==> config.mk <==
export PLATFORM = sky130hd
export DESIGN_NAME = ssp_top
export DESIGN_NICKNAME = d
export VERILOG_FILES = /design/src/verilog/ssp_pkg.sv /design/src/verilog/ssp_top.sv
export SDC_FILE = /design/constraint.sdc
export NUM_CORES = 1
export LEC_CHECK = 0
export BUFFER_PORTS_ARGS = -buffer_cell sky130_fd_sc_hd__buf_2
export CAP_MARGIN = 20
export CORE_ASPECT_RATIO = 0.7
export CORE_MARGIN = 3
export CORE_UTILIZATION = 52
export CTS_BUF_LIST = sky130_fd_sc_hd__clkbuf_8
export CTS_CLUSTER_SIZE = 40
export DETAILED_ROUTE_END_ITERATION = 6
export PLACE_DENSITY = 0.91
export SYNTH_ARGS = -nofsm -noshare
export SYNTH_HDL_FRONTEND = slang
export SYNTH_SLANG_ARGS = --single-unit
==> constraint.sdc <==
create_clock -name mclk_in -period 2.6 [get_ports mclk_in]
set_input_delay 0.13 -clock mclk_in [delete_from_list [all_inputs] [get_ports mclk_in]]
set_output_delay 0.13 -clock mclk_in [all_outputs]
set_load 0.03 [all_outputs]
==> src/verilog/ssp_pkg.sv <==
// ****************************************************************
// simple serial port constants
// ****************************************************************
package ssp_pkg;

  // register indices; byte address is four times the index
  localparam logic [3:0] IDX_CONTROL   = 4'hA;
  localparam logic [3:0] IDX_STATUS    = 4'hB;
  localparam logic [3:0] IDX_DATA      = 4'hC;
  localparam logic [3:0] IDX_PORT_DATA = 4'h1;
  localparam logic [3:0] IDX_PORT_DIR  = 4'h5;

  localparam logic [7:0] ADDR_CONTROL   = {2'h0, IDX_CONTROL, 2'h0};
  localparam logic [7:0] ADDR_STATUS    = {2'h0, IDX_STATUS, 2'h0};
  localparam logic [7:0] ADDR_DATA      = {2'h0, IDX_DATA, 2'h0};
  localparam logic [7:0] ADDR_PORT_DATA = {2'h0, IDX_PORT_DATA, 2'h0};
  localparam logic [7:0] ADDR_PORT_DIR  = {2'h0, IDX_PORT_DIR, 2'h0};

  // field positions
  localparam int CTL_ENABLE_BIT = 6;
  localparam int CTL_MASTER_BIT = 4;
  localparam int STS_DONE_BIT   = 7;
  localparam int STS_COLL_BIT   = 6;

  // shared pin positions in the port data and direction registers
  localparam int PIN_OUT = 0;
  localparam int PIN_IN  = 1;
  localparam int PIN_CLK = 2;
  localparam int PIN_CNT = 3;

  // reset values
  localparam logic [7:0]         BYTE_RESET = 8'h00;
  localparam logic [PIN_CNT-1:0] PINS_RESET = 3'h0;
  localparam logic [31:0]        WORD_ZERO  = 32'h0000_0000;

  // transfer timing
  localparam logic [3:0] BITCNT_ZERO   = 4'h0;
  localparam logic [3:0] BITCNT_ONE    = 4'h1;
  localparam logic [3:0] XFER_LAST_BIT = 4'h7;
  // master clock is bus clock / 4: phase 0,1 low, 2,3 high
  localparam int         SCK_DIV       = 4;
  localparam logic [1:0] PHASE_ZERO    = 2'h0;
  localparam logic [1:0] PHASE_ONE     = 2'h1;
  localparam int         PHASE_HIGH_BIT = 1;

  typedef enum logic [1:0] {
    SSP_IDLE  = 2'b01,
    SSP_SHIFT = 2'b10
  } ssp_state_t;

endpackage

==> src/verilog/ssp_top.sv <==
// Operation
// - the shift clock idles high whenever no byte transfer runs
// - first falling clock edge starts a transfer and presents first bit
// - serial input is sampled on each rising clock edge
// - each later falling edge presents the next bit, shifted in at the rising edge before
// - a transfer is eight bits, ending at the eighth rising edge
// - master mode drives the clock pin at bus clock over four
// - build option picks msb-first or lsb-first for both directions
// - serial output shows last shift stage, first bit received
// - port data sets output level until the first transfer after enable; pin is ours after
// - enabling loads pin directions: out output, in input, clock
// - disabling aborts, clears bit count, pins revert, registers kept
// - reset clears enable and master bits
// - master mode: data write starts a transfer; data pins unchanged
// - master bit writable any time; clearing it aborts a transfer
// - completion flag sets at last rising edge of a byte
// - status read with flag set then data access clears completion
// - data access during a transfer sets the collision flag
// - collision clears the same way, or by disable then enable
// - one unbuffered data register for both directions
// - data register accessible only while the port is enabled
module ssp_top
  import ssp_pkg::*;
#(
  parameter bit MSB_FIRST = 1'b1
) (
  input  wire logic        mclk_in,
  input  wire logic        rst_in,
  input  wire logic        psel_in,
  input  wire logic        penable_in,
  input  wire logic        pwrite_in,
  input  wire logic [7:0]  paddr_in,
  input  wire logic [31:0] pwdata_in,
  output logic      [31:0] prdata_out,
  output logic             pready_out,
  output logic             pslverr_out,
  input  wire logic        shared_output_port_pin_in,
  output logic             shared_output_port_pin_out,
  output logic             shared_output_port_pin_oe_n_out,
  input  wire logic        shared_input_port_pin_in,
  output logic             shared_input_port_pin_out,
  output logic             shared_input_port_pin_oe_n_out,
  input  wire logic        shared_clock_port_pin_in,
  output logic             shared_clock_port_pin_out,
  output logic             shared_clock_port_pin_oe_n_out
);

  localparam int OUT_POS = MSB_FIRST ? 7 : 0;
  localparam int INS_POS = MSB_FIRST ? 0 : 7;
  // the pin synchroniser lags two cycles, so a mode switch is masked
  // for three
  localparam logic [2:0] MODE_MASK_CLEAR = 3'h0;

  // ****************************************************************
  // bus decode
  // ****************************************************************
  logic       port_enable_bit_reg;
  logic       master_select_bit_reg;
  logic       hit_ctl;
  logic       hit_sts;
  logic       hit_data;
  logic       hit_pdat;
  logic       hit_pdir;
  logic       hit_any;
  logic       acc;
  logic       ctl_wr;
  logic       en_rise;
  logic       en_fall;
  logic       master_fall;
  logic       abort;
  logic       data_acc;
  logic       data_wr;
  logic       sts_rd;

  assign hit_ctl  = paddr_in == ADDR_CONTROL;
  assign hit_sts  = paddr_in == ADDR_STATUS;
  assign hit_data = paddr_in == ADDR_DATA;
  assign hit_pdat = paddr_in == ADDR_PORT_DATA;
  assign hit_pdir = paddr_in == ADDR_PORT_DIR;
  assign hit_any  = hit_ctl | hit_sts | hit_data | hit_pdat | hit_pdir;
  assign acc      = psel_in & penable_in;

  // zero wait states: every access completes in its first access cycle
  assign pready_out  = acc;
  assign pslverr_out = acc & ~hit_any;

  assign ctl_wr      = acc & pwrite_in & hit_ctl;
  assign en_rise     = ctl_wr & pwdata_in[CTL_ENABLE_BIT]
                       & ~port_enable_bit_reg;
  assign en_fall     = ctl_wr & ~pwdata_in[CTL_ENABLE_BIT]
                       & port_enable_bit_reg;
  assign master_fall = ctl_wr & ~pwdata_in[CTL_MASTER_BIT]
                       & master_select_bit_reg;
  assign abort       = en_fall | master_fall;
  assign data_acc    = acc & hit_data & port_enable_bit_reg;
  assign data_wr     = data_acc & pwrite_in;
  assign sts_rd      = acc & hit_sts & ~pwrite_in;

  // ****************************************************************
  // control register
  // ****************************************************************
  always_ff @(posedge mclk_in or posedge rst_in) begin
    if (rst_in) begin
      port_enable_bit_reg   <= 1'b0;
      master_select_bit_reg <= 1'b0;
    end else if (ctl_wr) begin
      port_enable_bit_reg   <= pwdata_in[CTL_ENABLE_BIT];
      master_select_bit_reg <= pwdata_in[CTL_MASTER_BIT];
    end
  end

  // ****************************************************************
  // pin synchronisers and shift clock edges
  // ****************************************************************
  logic [PIN_CNT-1:0] pin_meta_reg;
  logic [PIN_CNT-1:0] pin_sync_reg;
  logic               sck_gen_reg;
  logic               sck_now;
  logic               sck_prev_reg;
  logic [2:0]         mode_chg_reg;
  logic               mode_mask;
  logic               sck_fall;
  logic               sck_rise;

  always_ff @(posedge mclk_in or posedge rst_in) begin
    if (rst_in) begin
      pin_meta_reg <= PINS_RESET;
      pin_sync_reg <= PINS_RESET;
    end else begin
      pin_meta_reg <= {shared_clock_port_pin_in, shared_input_port_pin_in,
                       shared_output_port_pin_in};
      pin_sync_reg <= pin_meta_reg;
    end
  end

  // slave edges are only seen reliably up to bus clock / 4
  assign sck_now = master_select_bit_reg ? sck_gen_reg
                                         : pin_sync_reg[PIN_CLK];

  // a mode switch swaps the clock source; mask the false edge it makes
  always_ff @(posedge mclk_in or posedge rst_in) begin
    if (rst_in) begin
      sck_prev_reg <= 1'b1;
      mode_chg_reg <= MODE_MASK_CLEAR;
    end else begin
      sck_prev_reg <= sck_now;
      mode_chg_reg <= {mode_chg_reg[1:0],
                       ctl_wr & (pwdata_in[CTL_MASTER_BIT]
                                 != master_select_bit_reg)};
    end
  end

  assign mode_mask = |mode_chg_reg;
  assign sck_fall  = port_enable_bit_reg & ~mode_mask
                     & sck_prev_reg & ~sck_now;
  assign sck_rise  = port_enable_bit_reg & ~mode_mask
                     & ~sck_prev_reg & sck_now;

  // ****************************************************************
  // transfer sequencer
  // ****************************************************************
  ssp_state_t state_reg;
  logic [3:0] bitcnt_reg;
  logic       done_pulse;

  assign done_pulse = (state_reg == SSP_SHIFT) & sck_rise
                      & (bitcnt_reg == XFER_LAST_BIT);

  always_ff @(posedge mclk_in or posedge rst_in) begin
    if (rst_in) begin
      state_reg  <= SSP_IDLE;
      bitcnt_reg <= BITCNT_ZERO;
    end else if (abort || !port_enable_bit_reg) begin
      state_reg  <= SSP_IDLE;
      bitcnt_reg <= BITCNT_ZERO;
    end else begin
      case (state_reg)
        SSP_IDLE: begin
          if (sck_fall) begin
            state_reg  <= SSP_SHIFT;
            bitcnt_reg <= BITCNT_ZERO;
          end
        end
        SSP_SHIFT: begin
          if (done_pulse) begin
            state_reg  <= SSP_IDLE;
            bitcnt_reg <= BITCNT_ZERO;
          end else if (sck_rise) begin
            bitcnt_reg <= bitcnt_reg + BITCNT_ONE;
          end
        end
        default: begin
          state_reg  <= SSP_IDLE;
          bitcnt_reg <= BITCNT_ZERO;
        end
      endcase
    end
  end

  // ****************************************************************
  // shift register and serial output
  // ****************************************************************
  logic [7:0] shift_reg;
  logic       out_latch_reg;
  logic       xfer_seen_reg;
  logic       serial_out_level;

  // a write mid-transfer overwrites the byte outright; the
  // collision flag tells software the result is garbage
  always_ff @(posedge mclk_in or posedge rst_in) begin
    if (rst_in) begin
      shift_reg <= BYTE_RESET;
    end else if (data_wr) begin
      shift_reg <= pwdata_in[7:0];
    end else if (state_reg == SSP_SHIFT && sck_rise) begin
      if (MSB_FIRST) begin
        shift_reg <= {shift_reg[6:0], pin_sync_reg[PIN_IN]};
      end else begin
        shift_reg <= {pin_sync_reg[PIN_IN], shift_reg[7:1]};
      end
    end
  end

  // output bit moves only on falling edges, though the register
  // shifts on rising ones
  always_ff @(posedge mclk_in or posedge rst_in) begin
    if (rst_in) begin
      out_latch_reg <= 1'b0;
    end else if (sck_fall) begin
      out_latch_reg <= shift_reg[OUT_POS];
    end
  end

  // until the first transfer the level written to port data stands
  always_ff @(posedge mclk_in or posedge rst_in) begin
    if (rst_in) begin
      xfer_seen_reg <= 1'b0;
    end else if (!port_enable_bit_reg) begin
      xfer_seen_reg <= 1'b0;
    end else if (sck_fall && !abort) begin
      xfer_seen_reg <= 1'b1;
    end
  end

  assign serial_out_level = (state_reg == SSP_SHIFT) ? out_latch_reg
                                                     : shift_reg[OUT_POS];

  // ****************************************************************
  // master clock generator
  // ****************************************************************
  logic       gen_run_reg;
  logic [1:0] phase_reg;
  logic [1:0] phase_next;
  logic       gen_start;

  assign gen_start  = data_wr & master_select_bit_reg
                      & (state_reg == SSP_IDLE) & ~gen_run_reg;
  assign phase_next = phase_reg + PHASE_ONE;

  always_ff @(posedge mclk_in or posedge rst_in) begin
    if (rst_in) begin
      gen_run_reg <= 1'b0;
      phase_reg   <= PHASE_ZERO;
      sck_gen_reg <= 1'b1;
    end else if (abort || !port_enable_bit_reg || !master_select_bit_reg) begin
      gen_run_reg <= 1'b0;
      phase_reg   <= PHASE_ZERO;
      sck_gen_reg <= 1'b1;
    end else if (gen_start) begin
      gen_run_reg <= 1'b1;
      phase_reg   <= PHASE_ZERO;
      sck_gen_reg <= 1'b0;
    end else if (gen_run_reg) begin
      if (done_pulse) begin
        gen_run_reg <= 1'b0;
        phase_reg   <= PHASE_ZERO;
        sck_gen_reg <= 1'b1;
      end else begin
        phase_reg   <= phase_next;
        sck_gen_reg <= phase_next[PHASE_HIGH_BIT];
      end
    end
  end

  // ****************************************************************
  // status flags
  // ****************************************************************
  logic       done_flag_reg;
  logic       coll_flag_reg;
  logic       clr_arm_reg;
  logic       clr_seq;
  logic       coll_set;
  logic [31:0] prdata_reg;

  assign clr_seq  = data_acc & clr_arm_reg;
  assign coll_set = data_acc & (state_reg == SSP_SHIFT);

  // arm on the flag value software actually saw in the read data
  always_ff @(posedge mclk_in or posedge rst_in) begin
    if (rst_in) begin
      clr_arm_reg <= 1'b0;
    end else if (sts_rd) begin
      clr_arm_reg <= prdata_reg[STS_DONE_BIT];
    end else if (data_acc) begin
      clr_arm_reg <= 1'b0;
    end
  end

  // set wins over clear in both flags
  always_ff @(posedge mclk_in or posedge rst_in) begin
    if (rst_in) begin
      done_flag_reg <= 1'b0;
    end else if (done_pulse) begin
      done_flag_reg <= 1'b1;
    end else if (clr_seq) begin
      done_flag_reg <= 1'b0;
    end
  end

  always_ff @(posedge mclk_in or posedge rst_in) begin
    if (rst_in) begin
      coll_flag_reg <= 1'b0;
    end else if (coll_set) begin
      coll_flag_reg <= 1'b1;
    end else if (clr_seq || en_rise) begin
      coll_flag_reg <= 1'b0;
    end
  end

  // ****************************************************************
  // shared port data and direction
  // ****************************************************************
  logic [PIN_CNT-1:0] port_data_reg;
  logic [PIN_CNT-1:0] port_dir_reg;

  always_ff @(posedge mclk_in or posedge rst_in) begin
    if (rst_in) begin
      port_data_reg <= PINS_RESET;
    end else if (acc && pwrite_in && hit_pdat) begin
      port_data_reg <= pwdata_in[PIN_CNT-1:0];
    end
  end

  always_ff @(posedge mclk_in or posedge rst_in) begin
    if (rst_in) begin
      port_dir_reg <= PINS_RESET;
    end else if (en_rise) begin
      port_dir_reg[PIN_OUT] <= 1'b1;
      port_dir_reg[PIN_IN]  <= 1'b0;
      port_dir_reg[PIN_CLK] <= pwdata_in[CTL_MASTER_BIT];
    end else if (acc && pwrite_in && hit_pdir) begin
      port_dir_reg <= pwdata_in[PIN_CNT-1:0];
    end
  end

  // disabling hands pins back without touching data or direction
  assign shared_output_port_pin_out =
    (port_enable_bit_reg & xfer_seen_reg) ? serial_out_level
                                          : port_data_reg[PIN_OUT];
  assign shared_output_port_pin_oe_n_out = ~port_dir_reg[PIN_OUT];
  assign shared_input_port_pin_out       = port_data_reg[PIN_IN];
  assign shared_input_port_pin_oe_n_out  = ~port_dir_reg[PIN_IN];
  assign shared_clock_port_pin_out =
    (port_enable_bit_reg & master_select_bit_reg) ? sck_gen_reg
                                                  : port_data_reg[PIN_CLK];
  assign shared_clock_port_pin_oe_n_out =
    ~(port_dir_reg[PIN_CLK] | (port_enable_bit_reg
                               & master_select_bit_reg));

  // ****************************************************************
  // read data, captured in the setup cycle
  // ****************************************************************
  logic [31:0] rdata_next;

  always_comb begin
    rdata_next = WORD_ZERO;
    if (hit_ctl) begin
      rdata_next[CTL_ENABLE_BIT] = port_enable_bit_reg;
      rdata_next[CTL_MASTER_BIT] = master_select_bit_reg;
    end else if (hit_sts) begin
      rdata_next[STS_DONE_BIT] = done_flag_reg;
      rdata_next[STS_COLL_BIT] = coll_flag_reg;
    end else if (hit_data && port_enable_bit_reg) begin
      rdata_next[7:0] = shift_reg;
    end else if (hit_pdat) begin
      rdata_next[PIN_CNT-1:0] = port_data_reg;
    end else if (hit_pdir) begin
      rdata_next[PIN_CNT-1:0] = port_dir_reg;
    end
  end

  always_ff @(posedge mclk_in or posedge rst_in) begin
    if (rst_in) begin
      prdata_reg <= WORD_ZERO;
    end else if (psel_in && !penable_in && !pwrite_in) begin
      prdata_reg <= rdata_next;
    end
  end

  assign prdata_out = prdata_reg;
endmodule

==> results_dict.tcl <==
set metrics [dict create \
    ys_warn_count 0 \
    num-nets-final 343 \
    die_h_um 64.6 \
    grt_antenna_before_repair 0 \
    ys_types 56 \
    numClockSinks 47 \
    finalMaxSlewViolations 0 \
    r2r-start "port_enable_bit_reg" \
    dr_wl_met3_um 470 \
    min_from "pwdata_in[5]" \
    drv_cap 0 \
    fin_setup_tns_ns 0 \
    first_pass_iters 5 \
    gp_congestion 0.867 \
    portBuffers 38 \
    die_area_mm2 0.00580 \
    htreeDepth 2 \
    clock-root-buffer "clkbuf_8" \
    final-seq-area_mm2 0.00118 \
    comb_power_share_pct 10.3 \
    cts.path.max_buffers 2 \
    cts_tree "done" \
    worst-setup-path-type "flop to flop" \
    critical_path.startpoint "port_enable_bit_reg" \
    first_iter_violations 158 \
    required_ns 2.76 \
    power_mw 1.36 \
    drc 0 \
    wl_um 5850 \
    power_frac_clock_pct 34.9 \
    coreArea_mm2 0.00453 \
    n_antenna_cell 0 \
    rsz0062_at_grt "no" \
    place_area_mm2 0.00272 \
    dieWidth_um 89.8 \
    routed-via-count 2027 \
    numCtsBuffers 5 \
    multi_input_area_mm2 0.00123 \
    power_density_mw_per_mm2 479 \
    timing.fmax_ghz 0.504 \
    synth_edf_count 0 \
    initial_utilization_pct 56.4 \
    outcome "complete, no violations" \
    end_kind "flop" \
    seq_area_frac_synth_pct 46.2 \
    ys.flop_type "dfrtp_1" \
    skew_ns 0.00824 \
    syn_area_mm2 0.00255 \
    grt_usage_pct 19.8 \
    cp.arrival_ns 2.14 \
    min_path_type "input port to flop" \
    top_layer_used "met4" \
    p_switching_mw 0.370 \
    hold_viol 0 \
    cp-start-kind "flop" \
    vdd_drop_max_v 0.000392 \
    drt-met1-wl_um 2660 \
    period_share_pct 76.3 \
    grt_max_degree 48 \
    rows 20 \
    p_sw_share_pct 27.2 \
    syn_area_per_cell_um2 10.1 \
    synth_cells 254 \
    grt_pass1_vias 1862 \
    syn_to_final_growth_pct 11.2 \
    grt_overflow 0 \
    ant_nets 0 \
    setup_viol 0 \
    ctsResizeCount 0 \
    path_clk_slew_ns 0.09 \
    wl_met2_um 2670 \
    relSlewSlack_pct 35.4 \
    synth-seq-cells 47 \
    ys_async_sr_fraction_pct 100 \
    drive_gt1_share_pct 23.1 \
    internal_power_mw 0.989 \
    fillers 368 \
    post-cts-setup-buffers 0 \
    hpwl_um 4330 \
    via_per_inst 5.61 \
    clock_latency_ns 0.31 \
    power_frac_seq_pct 54.8 \
    avgRoutedWirePerCell_um 16.2 \
    design_area_mm2 0.00284 \
    crit_path_max_fanout 11 \
    grt_pass1_wl_um 9090 \
    io_pins 88 \
    post-route-min-period_ns 1.98 \
    max_slew.worst_pin.slew_ns 0.968 \
    p_leak_nw 1.28 \
]
critical path, cell delays in order (launching register included):
cell     delay [ns]
dfrtp_1        0.53
or4b_2         0.64
o31a_1         0.32
o31ai_1        0.25
a21oi_1        0.10
area by class of cell:
class,count,area share (%)
clock buffer,6,2.91
clock inverter,2,0.573
inverter,5,0.661
multi-input combinational,192,43.2
sequential,47,41.6
tap,66,2.91
timing repair buffer,43,8.20
metrics by stage:
step,instances,worst slack (ns),hold slack [ns],util (%)
2_1_floorplan,277,0.709,0.161,-
3_3_place_gp,351,0.618,0.238,60.1
3_5_place_dp,351,0.518,0.241,60.1
4_1_cts,361,0.635,0.0215,62.7
5_1_grt,361,0.472,0.0472,62.7
6_report,361,0.616,0.0248,62.7
cell families (layout without fill, tap and decap cells):
family | after synthesis | count (layout) | share of synthesized area [%]
other | 1 | 24 | 0.147
buffers and inverters | 38 | 56 | 9.16
xor gates and xnor gates | 2 | 2 | 0.686
muxes | 21 | 21 | 8.57
and+or+nand+nor | 86 | 86 | 19.5
adders and majority gates | 1 | 1 | 0.490
DFF | 47 | 47 | 46.2
AOI/OAI and AO/OA | 58 | 58 | 15.3
layer usage:
layer  track usage, %  up-vias
li1                 -      957
met1             27.9      977
met2             31.6       87
met3             4.41        6
met4             4.59        0
met5                0        -
power by group through the flow:
stage          clock (mW)  sequential [mW]  combinational (mW)
6_report            0.474            0.745               0.140
2_1_floorplan           0            0.757               0.126
3_3_place_gp            0            0.759               0.134
3_5_place_dp            0            0.759               0.136
4_1_cts             0.482            0.745               0.139
5_1_grt             0.512            0.746               0.151
synthesized netlist by cell type (3+ instances only):
library cell	instances	area share, %
nor4_1	3	0.74
mux2_2	7	3.1
nand2_1	21	3.1
mux2i_1	14	5.5
o2bb2ai_1	3	1.0
nand4_1	4	0.98
a21boi_0	3	0.88
buf_4	24	7.1
clkbuf_1	8	1.2
inv_1	5	0.74
nor2b_1	6	1.5
a21oi_1	10	2.0
nand3_1	6	1.2
and2_1	3	0.74
o31ai_1	3	0.88
nor3_1	4	0.78
a22o_1	3	1.0
and3_1	3	0.74
dfstp_2	3	3.1
a32o_1	3	1.2
o21ai_0	17	3.3
dfrtp_1	44	43
nor2_1	9	1.3
nand2b_1	5	1.2
nor3b_1	4	1.2
path summary, 6_finish.rpt:
path	endpoint	slack, ns	cells past startpoint
worst max register to register	bitcnt_reg[2]	0.62	4
min in group asynchronous	bitcnt_reg[0]	0.04	2
worst min register to register	pin_sync_reg[2]	0.36	0
worst max-delay path	bitcnt_reg[2]	0.62	4
max in group asynchronous	mode_chg_reg[2]	1.95	2
worst min-delay path	shift_reg[5]	0.02	3
repair_timing:
action / CTS / global route
endpoints found under the setup margin: 0 / 0
hold endpoints to repair: 2 / 0
hold buffers: 2 / 0
layout by cell type (no fill, tap or decap), types with 3 or more instances in the layout:
cell and n:
dfrtp_1 44, buf_2 38, conb_1 24, nand2_1 21, o21ai_0 17, mux2i_1 14, a21oi_1 10, nor2_1 9
mux2_2 7, nand3_1 6, nor2b_1 6, clkbuf_8 6, nand2b_1 5, inv_1 4, nor3b_1 4, nor3_1 4
nand4_1 4, and3_1 3, nor4_1 3, and2_1 3, o31ai_1 3, a21boi_0 3, o2bb2ai_1 3, a22o_1 3
a32o_1 3, buf_4 3, dfstp_2 3
(Power assumes the default switching activity.)
